<file path="src/logic/event_select_map.svh">
`ifndef EVENT_SELECT_MAP_SVH
`define EVENT_SELECT_MAP_SVH

// Register byte offsets on the register bus.
`define SELECT_ADDR     8'h00
`define COUNT_ADDR      8'h04
`define STATUS_ADDR     8'h08

// Reset values.
`define SELECT_RESET    32'h0000_0000
`define COUNT_RESET     32'h0000_0000

// Status field positions.
`define STATUS_KNOWN    0
`define STATUS_ABOVE    1

// Event numbers.
`define EV_FP128        8'h10
`define EV_VEC256       8'h11
`define EV_DIVIDER      8'h14
`define EV_L2_REQ       8'h24
`define EV_STORE_LOCK   8'h27
`define EV_WRITEBACK    8'h28
`define EV_LAST_LEVEL   8'h2E
`define EV_UNHALTED     8'h3C
`define EV_L1_PENDING   8'h48
`define EV_STORE_XLAT   8'h49

// Unit masks that are matched whole.
`define UM_LL_REFERENCE 8'h4F
`define UM_LL_MISS      8'h41
`define UM_CORE_CYCLES  8'h00
`define UM_REF_CYCLES   8'h01

// Only general counter two may take the outstanding-miss event.
`define GENERAL_COUNTER_TWO 2'h2

// Reference ticks carried by one change of the divided reference toggle.
`define REF_TICKS_PER_TOGGLE 5'h10

`endif

</file>
<file path="src/logic/event_select_pkg.sv">
package event_select_pkg;

  typedef struct packed {
    logic [7:0] countMask;
    logic [3:0] reserved;
    logic [1:0] counterIndex;
    logic       enable;
    logic       edgeDetect;
    logic [7:0] unitMask;
    logic [7:0] eventNum;
  } select_type;

  typedef struct packed {
    logic [2:0] fp128_packed_single_uops;
    logic [2:0] fp128_scalar_double_uops;
    logic [2:0] vec256_packed_single_instr;
    logic [2:0] vec256_packed_double_instr;
    logic       divider_active_cycles;
    logic [7:0] l2Requests;
    logic [3:0] storeLockAccess;
    logic [3:0] writebackAccess;
    logic       last_level_reference;
    logic       last_level_miss;
    logic       threadHalted;
    logic [3:0] outstanding_l1_misses;
    logic       store_xlat_miss_walk;
    logic       store_xlat_walk_done;
    logic       store_xlat_walk_cycles;
  } event_src_type;

endpackage : event_select_pkg

</file>
<file path="src/logic/core_event_select_decoder.sv">
`timescale 1ns/1ps
`include "event_select_map.svh"

module core_event_select_decoder
  import event_select_pkg::*;
(
  // Clock and reset.
  input  wire logic          sys_clk,
  input  wire logic          resetn,
  // Wishbone slave.
  input  wire logic          cyc_i,
  input  wire logic          stb_i,
  input  wire logic          we_i,
  input  wire logic [7:0]    adr_i,
  input  wire logic [3:0]    sel_i,
  input  wire logic [31:0]   dat_i,
  output logic      [31:0]   dat_o,
  output logic               ack_o,
  // Core event sources.
  input  wire event_src_type events,
  input  wire logic          reference_clock_100m,
  // Counter result.
  output logic      [31:0]   counterValue,
  output logic               countStep
);

  ////////////////////////////////////////////////////////////////////////////////
  // Register bus.

  select_type   select_q;
  logic [31:0]  count_q;
  logic         ack_q;
  logic [31:0]  rdata_q;
  logic         access;
  logic         hitSelect;
  logic         hitCount;
  logic         hitStatus;
  logic         selectWrite;
  logic         countWrite;
  logic [31:0]  selectMerged;
  logic [31:0]  countMerged;
  logic         known;
  logic         above;
  logic         aboveLast_q;
  logic [4:0]   increment;
  logic         step;
  logic [31:0]  countAfter;

  assign access = cyc_i && stb_i && !ack_q;

  always_comb begin
    hitSelect = 1'b0;
    hitCount  = 1'b0;
    hitStatus = 1'b0;
    if (adr_i == `SELECT_ADDR) begin
      hitSelect = 1'b1;
    end else if (adr_i == `COUNT_ADDR) begin
      hitCount = 1'b1;
    end else if (adr_i == `STATUS_ADDR) begin
      hitStatus = 1'b1;
    end
  end

  assign selectWrite = access && we_i && hitSelect;
  assign countWrite  = access && we_i && hitCount;

  ////////////////////////////////////////////////////////////////////////////////
  // Byte lanes.

  // Lanes that sel_i leaves out keep their old contents, so software may
  // change the threshold byte without disturbing the event choice.
  for (genvar b = 0; b < 4; b++) begin : g_lane
    assign selectMerged[b*8 +: 8] = sel_i[b] ? dat_i[b*8 +: 8] : select_q[b*8 +: 8];
    assign countMerged[b*8 +: 8]  = sel_i[b] ? dat_i[b*8 +: 8] : count_q[b*8 +: 8];
  end

  always_ff @(posedge sys_clk) begin
    if (!resetn) begin
      ack_q <= 1'b0;
    end else begin
      ack_q <= access;
    end
  end

  always_ff @(posedge sys_clk) begin
    if (!resetn) begin
      select_q <= `SELECT_RESET;
    end else if (selectWrite) begin
      select_q <= selectMerged;
    end
  end

  always_ff @(posedge sys_clk) begin
    if (!resetn) begin
      rdata_q <= 32'h0000_0000;
    end else if (access && !we_i) begin
      if (hitSelect) begin
        rdata_q <= select_q;
      end else if (hitCount) begin
        rdata_q <= count_q;
      end else if (hitStatus) begin
        rdata_q <= {30'h0000_0000, aboveLast_q, known};
      end else begin
        rdata_q <= 32'h0000_0000;
      end
    end
  end

  assign dat_o = rdata_q;
  assign ack_o = ack_q;

  ////////////////////////////////////////////////////////////////////////////////
  // Reference clock tick detection.

  // The reference runs faster than the core clock, so the outside divider
  // hands over a toggle that flips once per group of reference ticks.
  logic refSync1_q;
  logic refSync2_q;
  logic refSync3_q;
  logic refStable_q;
  logic refTick_q;

  always_ff @(posedge sys_clk) begin
    if (!resetn) begin
      refSync1_q <= 1'b0;
      refSync2_q <= 1'b0;
      refSync3_q <= 1'b0;
    end else begin
      refSync1_q <= reference_clock_100m;
      refSync2_q <= refSync1_q;
      refSync3_q <= refSync2_q;
    end
  end

  // The third stage only confirms the second, so a sample caught while the
  // pin moves is never counted on its own.
  always_ff @(posedge sys_clk) begin
    if (!resetn) begin
      refStable_q <= 1'b0;
      refTick_q   <= 1'b0;
    end else begin
      refTick_q <= 1'b0;
      if (refSync2_q == refSync3_q && refSync3_q != refStable_q) begin
        refStable_q <= refSync3_q;
        refTick_q   <= 1'b1;
      end
    end
  end

  ////////////////////////////////////////////////////////////////////////////////
  // Event selection.

  function automatic logic [4:0] onesOf(input logic [7:0] bits);
    logic [4:0] total;
    total = 5'h00;
    for (int i = 0; i < 8; i++) begin
      total = total + {4'h0, bits[i]};
    end
    return total;
  endfunction : onesOf

  // An unknown selection holds the counter rather than counting a guess,
  // and software can see that in the status word.
  always_comb begin
    increment = 5'h00;
    known     = 1'b1;
    case (select_q.eventNum)
      `EV_FP128: begin
        if (select_q.unitMask[6]) begin
          increment = increment + {2'h0, events.fp128_packed_single_uops};
        end
        if (select_q.unitMask[7]) begin
          increment = increment + {2'h0, events.fp128_scalar_double_uops};
        end
      end
      `EV_VEC256: begin
        if (select_q.unitMask[0]) begin
          increment = increment + {2'h0, events.vec256_packed_single_instr};
        end
        if (select_q.unitMask[1]) begin
          increment = increment + {2'h0, events.vec256_packed_double_instr};
        end
      end
      `EV_DIVIDER: begin
        increment = {4'h0, select_q.unitMask[0] & events.divider_active_cycles};
      end
      `EV_L2_REQ: begin
        increment = onesOf(events.l2Requests & select_q.unitMask);
      end
      `EV_STORE_LOCK: begin
        increment = onesOf({4'h0, events.storeLockAccess & select_q.unitMask[3:0]});
      end
      `EV_WRITEBACK: begin
        increment = onesOf({4'h0, events.writebackAccess & select_q.unitMask[3:0]});
      end
      `EV_LAST_LEVEL: begin
        if (select_q.unitMask == `UM_LL_REFERENCE) begin
          increment = {4'h0, events.last_level_reference};
        end else if (select_q.unitMask == `UM_LL_MISS) begin
          increment = {4'h0, events.last_level_miss};
        end else begin
          known = 1'b0;
        end
      end
      `EV_UNHALTED: begin
        if (select_q.unitMask == `UM_CORE_CYCLES) begin
          increment = {4'h0, !events.threadHalted};
        end else if (select_q.unitMask == `UM_REF_CYCLES) begin
          if (refTick_q && !events.threadHalted) begin
            increment = `REF_TICKS_PER_TOGGLE;
          end
        end else begin
          known = 1'b0;
        end
      end
      `EV_L1_PENDING: begin
        if (select_q.counterIndex == `GENERAL_COUNTER_TWO && select_q.unitMask[0]) begin
          increment = {1'b0, events.outstanding_l1_misses};
        end else begin
          known = 1'b0;
        end
      end
      `EV_STORE_XLAT: begin
        increment = onesOf({5'h00, events.store_xlat_walk_cycles,
                            events.store_xlat_walk_done,
                            events.store_xlat_miss_walk} & select_q.unitMask);
      end
      default: begin
        known = 1'b0;
      end
    endcase
  end

  ////////////////////////////////////////////////////////////////////////////////
  // Threshold, edge and counter.

  // Edge mode with a zero threshold behaves as threshold one, so a plain
  // busy level still yields one count per rising occurrence.
  always_comb begin
    if (select_q.countMask == 8'h00) begin
      above = increment != 5'h00;
    end else begin
      above = {3'h0, increment} >= select_q.countMask;
    end
    if (select_q.edgeDetect) begin
      step = above && !aboveLast_q;
    end else begin
      step = select_q.countMask != 8'h00 ? above : 1'b0;
    end
  end

  always_comb begin
    if (select_q.edgeDetect || select_q.countMask != 8'h00) begin
      countAfter = count_q + {31'h0000_0000, step};
    end else begin
      countAfter = count_q + {27'h000_0000, increment};
    end
  end

  always_ff @(posedge sys_clk) begin
    if (!resetn) begin
      aboveLast_q <= 1'b0;
    end else begin
      aboveLast_q <= above;
    end
  end

  // A software write to the count wins over the increment of that cycle,
  // so a preset value is never off by one.
  always_ff @(posedge sys_clk) begin
    if (!resetn) begin
      count_q <= `COUNT_RESET;
    end else if (countWrite) begin
      count_q <= countMerged;
    end else if (select_q.enable && known) begin
      count_q <= countAfter;
    end
  end

  always_ff @(posedge sys_clk) begin
    if (!resetn) begin
      countStep <= 1'b0;
    end else begin
      // A preset write replaces the count, so that cycle is not reported as a step.
      countStep <= select_q.enable && known && !countWrite && countAfter != count_q;
    end
  end

  assign counterValue = count_q;

endmodule : core_event_select_decoder

</file>
<file path="config.mk">
export PLATFORM = sky130hd
export DESIGN_NAME = core_event_select_decoder
export DESIGN_NICKNAME = d
export VERILOG_FILES = /design/src/logic/event_select_pkg.sv /design/src/logic/core_event_select_decoder.sv
export VERILOG_INCLUDE_DIRS = /design/src /design/src/logic
export SDC_FILE = /design/constraint.sdc
export NUM_CORES = 1
export LEC_CHECK = 0
export CELL_PAD_IN_SITES_DETAIL_PLACEMENT = 1
export CELL_PAD_IN_SITES_GLOBAL_PLACEMENT = 1
export CORE_UTILIZATION = 47
export DETAILED_ROUTE_END_ITERATION = 8
export DONT_BUFFER_PORTS = 1
export GPL_ROUTABILITY_DRIVEN = 0
export PLACE_DENSITY_LB_ADDON = 0.1
export SYNTH_ARGS = -nofsm -noshare
export SYNTH_HDL_FRONTEND = slang
export SYNTH_SLANG_ARGS = --single-unit
export TNS_END_PERCENT = 20
</file>
<file path="constraint.sdc">
create_clock -name sys_clk -period 8.35 [get_ports sys_clk]
set_input_delay 1.67 -clock sys_clk [delete_from_list [all_inputs] [get_ports sys_clk]]
set_output_delay 1.67 -clock sys_clk [all_outputs]
set_load 0.05 [all_outputs]
</file>
Word level (Yosys, flattened, before mapping)
Index checks and enable logic that the tools add are counted.
W data, S select, Z words.
- register bits after elaboration: 104
- latch bits: 0
- memory bits (writable): 0
- ROM bits: 0
- input port bits: 89
- logic and storage cells: 146
- memories: 0
- $add $sub $neg: 24
- $mul: 0
- div/mod/pow operators: 0
- magnitude comparators: 1
- eq/ne operators: 23
- shifts and indexed selects: 0
- mux-type cells: 39
- bitwise logic cells: 5
- reductions and logical operators: 34
- operators by type and width (cell ; count):
    $mux W32 ; 5
    $pmux W5 S10 ; 1
    $eq A8 B6 Y1 const B ; 5
    $mux W5 ; 7
    $add A32 B1 Y32 ; 1
    $add A32 B5 Y32 ; 1
    $eq A8 B7 Y1 const B ; 4
    $mux W8 ; 4
    $ne A32 B32 Y1 ; 1
    $add A5 B1 Y5 ; 6
    $eq A8 B5 Y1 const B ; 3
    $logic_not A8 Y1 ; 3
    $mux W1 ; 17
    $add A3 B1 Y4 ; 4
    $reduce_and A2 Y1 ; 8
    $logic_and A1 B1 Y1 ; 13
    $add A2 B1 Y3 ; 4
    $add A4 B1 Y5 ; 2
    $add A5 B3 Y5 ; 2
    $add A1 B1 Y2 ; 4
    $and A3 B8 Y8 ; 1
    $and A4 B4 Y4 ; 2
    $and A8 B8 Y8 ; 1
    $eq A8 B1 Y1 const B ; 1
    18 further kinds ; 26

Longest topological paths before layout
- depth in word-level cells: 17
- gate-level depth with buffers: 27
- gate-level depth less buffers: 26

Worst setup path before layout
Ideal clock, no wire load.
- kind: input -> register
- start: in events[18] (netlist name)
- end: reg count_q[30] (netlist: counterValue[30])
- library setup time: 0.132 ns
- arrival time: 7.050 ns
- slack: 1.167 ns
- cell stages on the path: 26
- path through: and2_1 > fa_1 > inv_1 > fa_1 > fa_1 > inv_1 > ha_1 > fa_1 > xnor2_1 > o21ai_0 > a2bb2oi_1 > o21ai_0 > ha_1 > a21o_1 > a21oi_1 > o21ai_0 > o2111a_1 > ha_1 > fa_1 > a211oi_1 > o21bai_1 > nand3_1 > nor3_1 > a32o_1 > nand3_1 > a21oi_1
- longest elaborated chain between the ends: 17
- elaborated cells between the ends (all ways): 20
- those cells by class: add/sub (9); order compare (1); mux (7); bitwise (1); reduce/logical (2)
- ends and longest elaborated chain (item ; line ; text):
    start: declaration ; core_event_select_decoder.sv:20 ; input wire event_src_type events,
    $and A8 B8 Y8 * ; core_event_select_decoder.sv:188 ; increment = onesOf(events.l2Requests & select_q.unitMask);
    $add A1 B1 Y2 * ; core_event_select_decoder.sv:157 ; total = total + {4'h0, bits[i]};
    $add A2 B1 Y3 * ; core_event_select_decoder.sv:157 ;
    $add A3 B1 Y4 * ; core_event_select_decoder.sv:157 ;
    $add A4 B1 Y5 * ; core_event_select_decoder.sv:157 ;
    $add A5 B1 Y5 * (3 in a row) ; core_event_select_decoder.sv:157 ;
    $pmux W5 S10 * ; core_event_select_decoder.sv:167 ; case (select_q.eventNum)
    $ge A5 B8 Y1 or $reduce_bool A5 Y1 (tied branches) ; core_event_select_decoder.sv:243, core_event_select_decoder.sv:241 ;
    $mux W1 ; core_event_select_decoder.sv:240 ; if (select_q.countMask == 8'h00) begin
    $mux W1 or $logic_and A1 B1 Y1 (tied branches) ; core_event_select_decoder.sv:248, core_event_select_decoder.sv:246 ;
    $mux W1 ; core_event_select_decoder.sv:245 ; if (select_q.edgeDetect) begin
    $add A32 B1 Y32 ; core_event_select_decoder.sv:254 ; countAfter = count_q + {31'h0000_0000, step};
    $mux W32 * ; core_event_select_decoder.sv:253 ; if (select_q.edgeDetect || select_q.countMask != 8'h00) begin
    $mux W32 * ; core_event_select_decoder.sv:275 ; end else if (select_q.enable && known) begin
    $mux W32 * ; core_event_select_decoder.sv:273 ; end else if (countWrite) begin
    end signal: assignment ; core_event_select_decoder.sv:272 ; count_q <= `COUNT_RESET;
    end signal: assignment ; core_event_select_decoder.sv:274 ; count_q <= countMerged;
    end signal: assignment ; core_event_select_decoder.sv:276 ; count_q <= countAfter;
    end: declaration ; core_event_select_decoder.sv:31 ; logic [31:0] count_q;
Every way passes the cells marked *; elsewhere a longest branch is shown, timed or not. The select of a mux whose other input is x is not followed.
A chain may end at the register's enable or synchronous reset.

Worst setup path in the final report
Same ends and word-level chain as after synthesis.

==> run_results.csv <==
group,metric,value,unit
cts,cts_tree,"done",
route,wire_per_inst,22.3,um
synthesis,ys_ff_latch,104,
synthesis,synth_top_area_share,32.3,%
power,vdd_ir_drop_max,0.115,mV
floorplanning,rows,42,
global_route,grt-ovfl-total,0,
synthesis,synth_most_common_cell,"nand2_1",
synthesis,synth_cell_type_count,82,
floorplanning,die_area,14200,sq um
cells_and_area,antennaDiodeCount,0,
worst_hold_path,hp-class,"reg -> reg",
route,routed_wl,21.7,mm
global_route,grt_util_met2,51.7,%
synthesis,netlist_instances,825,
global_route,antenna_found_initial,0,
synthesis,avgSynthCellArea,7.81,sq um
placed_design,io_buffers,0,
critical_path,crit_required,8.56,ns
sta,hold_slack,0.439,ns
sta,finalClockSkew,0.00879,ns
critical_path,cp_data_arrival_time,7.91,ns
synthesis,synth_edf_count,0,
cells_and_area,layout.nets,918,
synthesis,ys_seq_area_share,32.3,%
global_route,grt_use_total,31.2,%
synthesis,yosys.area.top_type,"dfxtp_1",
cts,cts_resized,0,
synthesis,synth-async-reset-ratio,0,%
synthesis,yosys_warnings,0,
critical_path,end_kind,"register",
floorplanning,initial_utilization,48.4,%
cells_and_area,n_fill_cell,1653,
critical_path,crit_type,"in -> reg",
power,p_per_area,138,nW/um^2
cts,clk_latency,0.36,ns
route,ant_nets,0,
cts,cts_setup_buffers,0,
route,drc,0,
route,drt_iter0_drc,413,
placed_design,dp_hpwl,16.4,mm
cts,htreeDepth,3,
power,p_leak,2.48,nW
sta,fmaxAchievable,130,MHz
global_route,use_met1,39.4,%
floorplanning,top_level_ports,155,
cts,clock_sinks,104,
critical_path,startpoint_type,"input pin",
cells_and_area,drive_above_1_share,4.74,%
synthesis,ys.flop_type,"dfxtp_1",
sta,slew_viol_final,0,
floorplanning,die_w,119,um
floorplanning,core_area,13300,sq um
run_status,run_status,"completed",
global_route,grtUsageMet3,8.19,%
critical_path,r2r_slack,1.32,ns
sta,finalCritPeriodShare,92.2,%
route,drt_pass1_iterations,5,
route,vias,6151,
route,vias_per_cell,6.30,
synthesis,syn-num-nets,947,
sta,rsz0062_at_grt,"no",
global_route,top_usage_layer,"met2",
sta,setup_tns,0,ns
cts,cts-hold-fix-buffers,0,
sta,hold_violations,0,
cells_and_area,synthToLayoutAreaGrowth,5.38,%
global_route,grt_pass1_vias,6369,
global_route,grt_max_degree,74,
synthesis,synth_commonest_cells,"133 x nand2_1, 104 x dfxtp_1, 94 x a21oi_1, 93 x nor2_1, 36 x mux2i_1",
floorplanning,fp.dieH,119,um
cts,cts_buffers,9,
synthesis,synth_area_leaders,"dfxtp_1 32%, nand2_1 7.8%, a21oi_1 7.3%, mux2i_1 5.6%, nor2_1 5.4%",
synthesis,synth.cell_area,6440,sq um
sta,tightest_slew,1.19,ns
cts,cts_max_path_buffers,2,
critical_path,crit_fanout,8,
sta,finalSetupViolations,0,
flow_run,max-cap-violations,0,
sta,relSlewSlack,20.7,%
global_route,grt_first_pass_wirelength,34.4,mm
cts,cts.clk_slew.worst_paths,0.07,ns
sta,period_minus_slack,7.70,ns
cts,cts.root.buffer_cell,"clkbuf_16",
[kinds of logic after synthesis]
logic type / Yosys count / share of synthesized area [%]
AND/OR/NAND/NOR: 358 / 27.4
AO/OA/AOI/OAI: 211 / 20.7
flip-flops: 104 / 32.3
buffers and inverters: 69 / 4.49
multiplexers: 37 / 5.77
adder cells (fa/ha/maj): 33 / 7.58
XOR/XNOR: 13 / 1.77
[stage by stage]
stage          instance area (sq um)  power [mW]  setup WS [ns]  util, %  instances
6_report                        6790       0.933          0.655     51.1        977
5_1_grt                         6790       0.958          0.174     51.1        977
4_1_cts                         6790       0.940          0.744     51.1        977
3_5_place_dp                    6500       0.530          0.362     48.9        961
3_3_place_gp                    6500       0.529          0.637     48.9        961
2_1_floorplan                   6440       0.530           1.17        -        825
[layout make-up]
type                    count  area [sq um]  area share, %
flip-flops and latches    104          2080           30.7
well taps                 176           220           3.24
inverters                  25          93.8           1.38
repair buffers              4          30.0          0.442
clock inverters             5          40.0          0.590
clock buffers              11           243           3.58
multi-input cells         652          4080           60.1
[sequential cells by signal, summed over array words and instances (netlist names)]
register	count
select_q	32
aboveLast_q	1
dat_o	32
countStep	1
refSync3_q	1
refTick_q	1
refSync2_q	1
counterValue	32
refStable_q	1
refSync1_q	1
ack_o	1
[worst paths after layout]
path,startpoint,endpoint,cells past startpoint
setup / recovery,events[18],counterValue[30],26
hold / removal,refSync1_q,refSync2_q,1
setup reg to reg,select_q[8],counterValue[30],26
hold reg to reg,refSync1_q,refSync2_q,1
[routing by layer]
layer / up-vias / part of all wire (%) / wire [um]
met5: - / 0 / 0
met1: 3003 / 43 / 9300
li1: 2877 / - / -
met2: 228 / 48 / 10300
met4: 0 / 2.5 / 548
met3: 43 / 7.1 / 1550
[critical path: stages]
cell       delay, ns
and2_1          0.15
fa_1            0.53
inv_1           0.05
fa_1            0.51
fa_1            0.55
inv_1           0.05
ha_1            0.22
fa_1            0.38
xnor2_1         0.14
o21ai_0         0.16
a2bb2oi_1       0.09
o21ai_0         0.33
ha_1            0.23
a21o_1          0.09
a21oi_1         0.05
o21ai_0         0.22
o2111a_1        0.22
ha_1            0.21
fa_1            0.27
a211oi_1        0.10
o21bai_1        0.43
nand3_1         0.37
nor3_1          0.44
a21oi_1         0.12
o21ai_0         0.21
a21oi_1         0.10
[placed cells by master, fill, tap and decap left out, types with 5 or more instances in the layout]
| master | count |
|---|---|
| nand2_1 | 133 |
| dfxtp_1 | 104 |
| a21oi_1 | 94 |
| nor2_1 | 93 |
| mux2i_1 | 36 |
| and2_1 | 31 |
| o21ai_0 | 30 |
| inv_1 | 24 |
| ha_1 | 23 |
| nor3_1 | 15 |
| nand3_1 | 12 |
| fa_1 | 10 |
| nor4_1 | 9 |
| and3_1 | 9 |
| a21o_1 | 9 |
| clkbuf_16 | 9 |
| nand4_1 | 8 |
| o211ai_1 | 7 |
| xnor2_1 | 7 |
| and4_1 | 6 |
| xor2_1 | 6 |
| a211oi_1 | 6 |
| nor4b_1 | 5 |
| nor2b_1 | 5 |
| a21boi_0 | 5 |
[where the power goes]
| part | internal (mW) | switching (mW) | leakage [nW] |
|---|---|---|---|
| clock | 0.212 | 0.203 | 0.128 |
| combinational | 0.00729 | 0.0130 | 1.51 |
| sequential | 0.496 | 0.00134 | 0.838 |
Power figures use the tool's default switching activity.
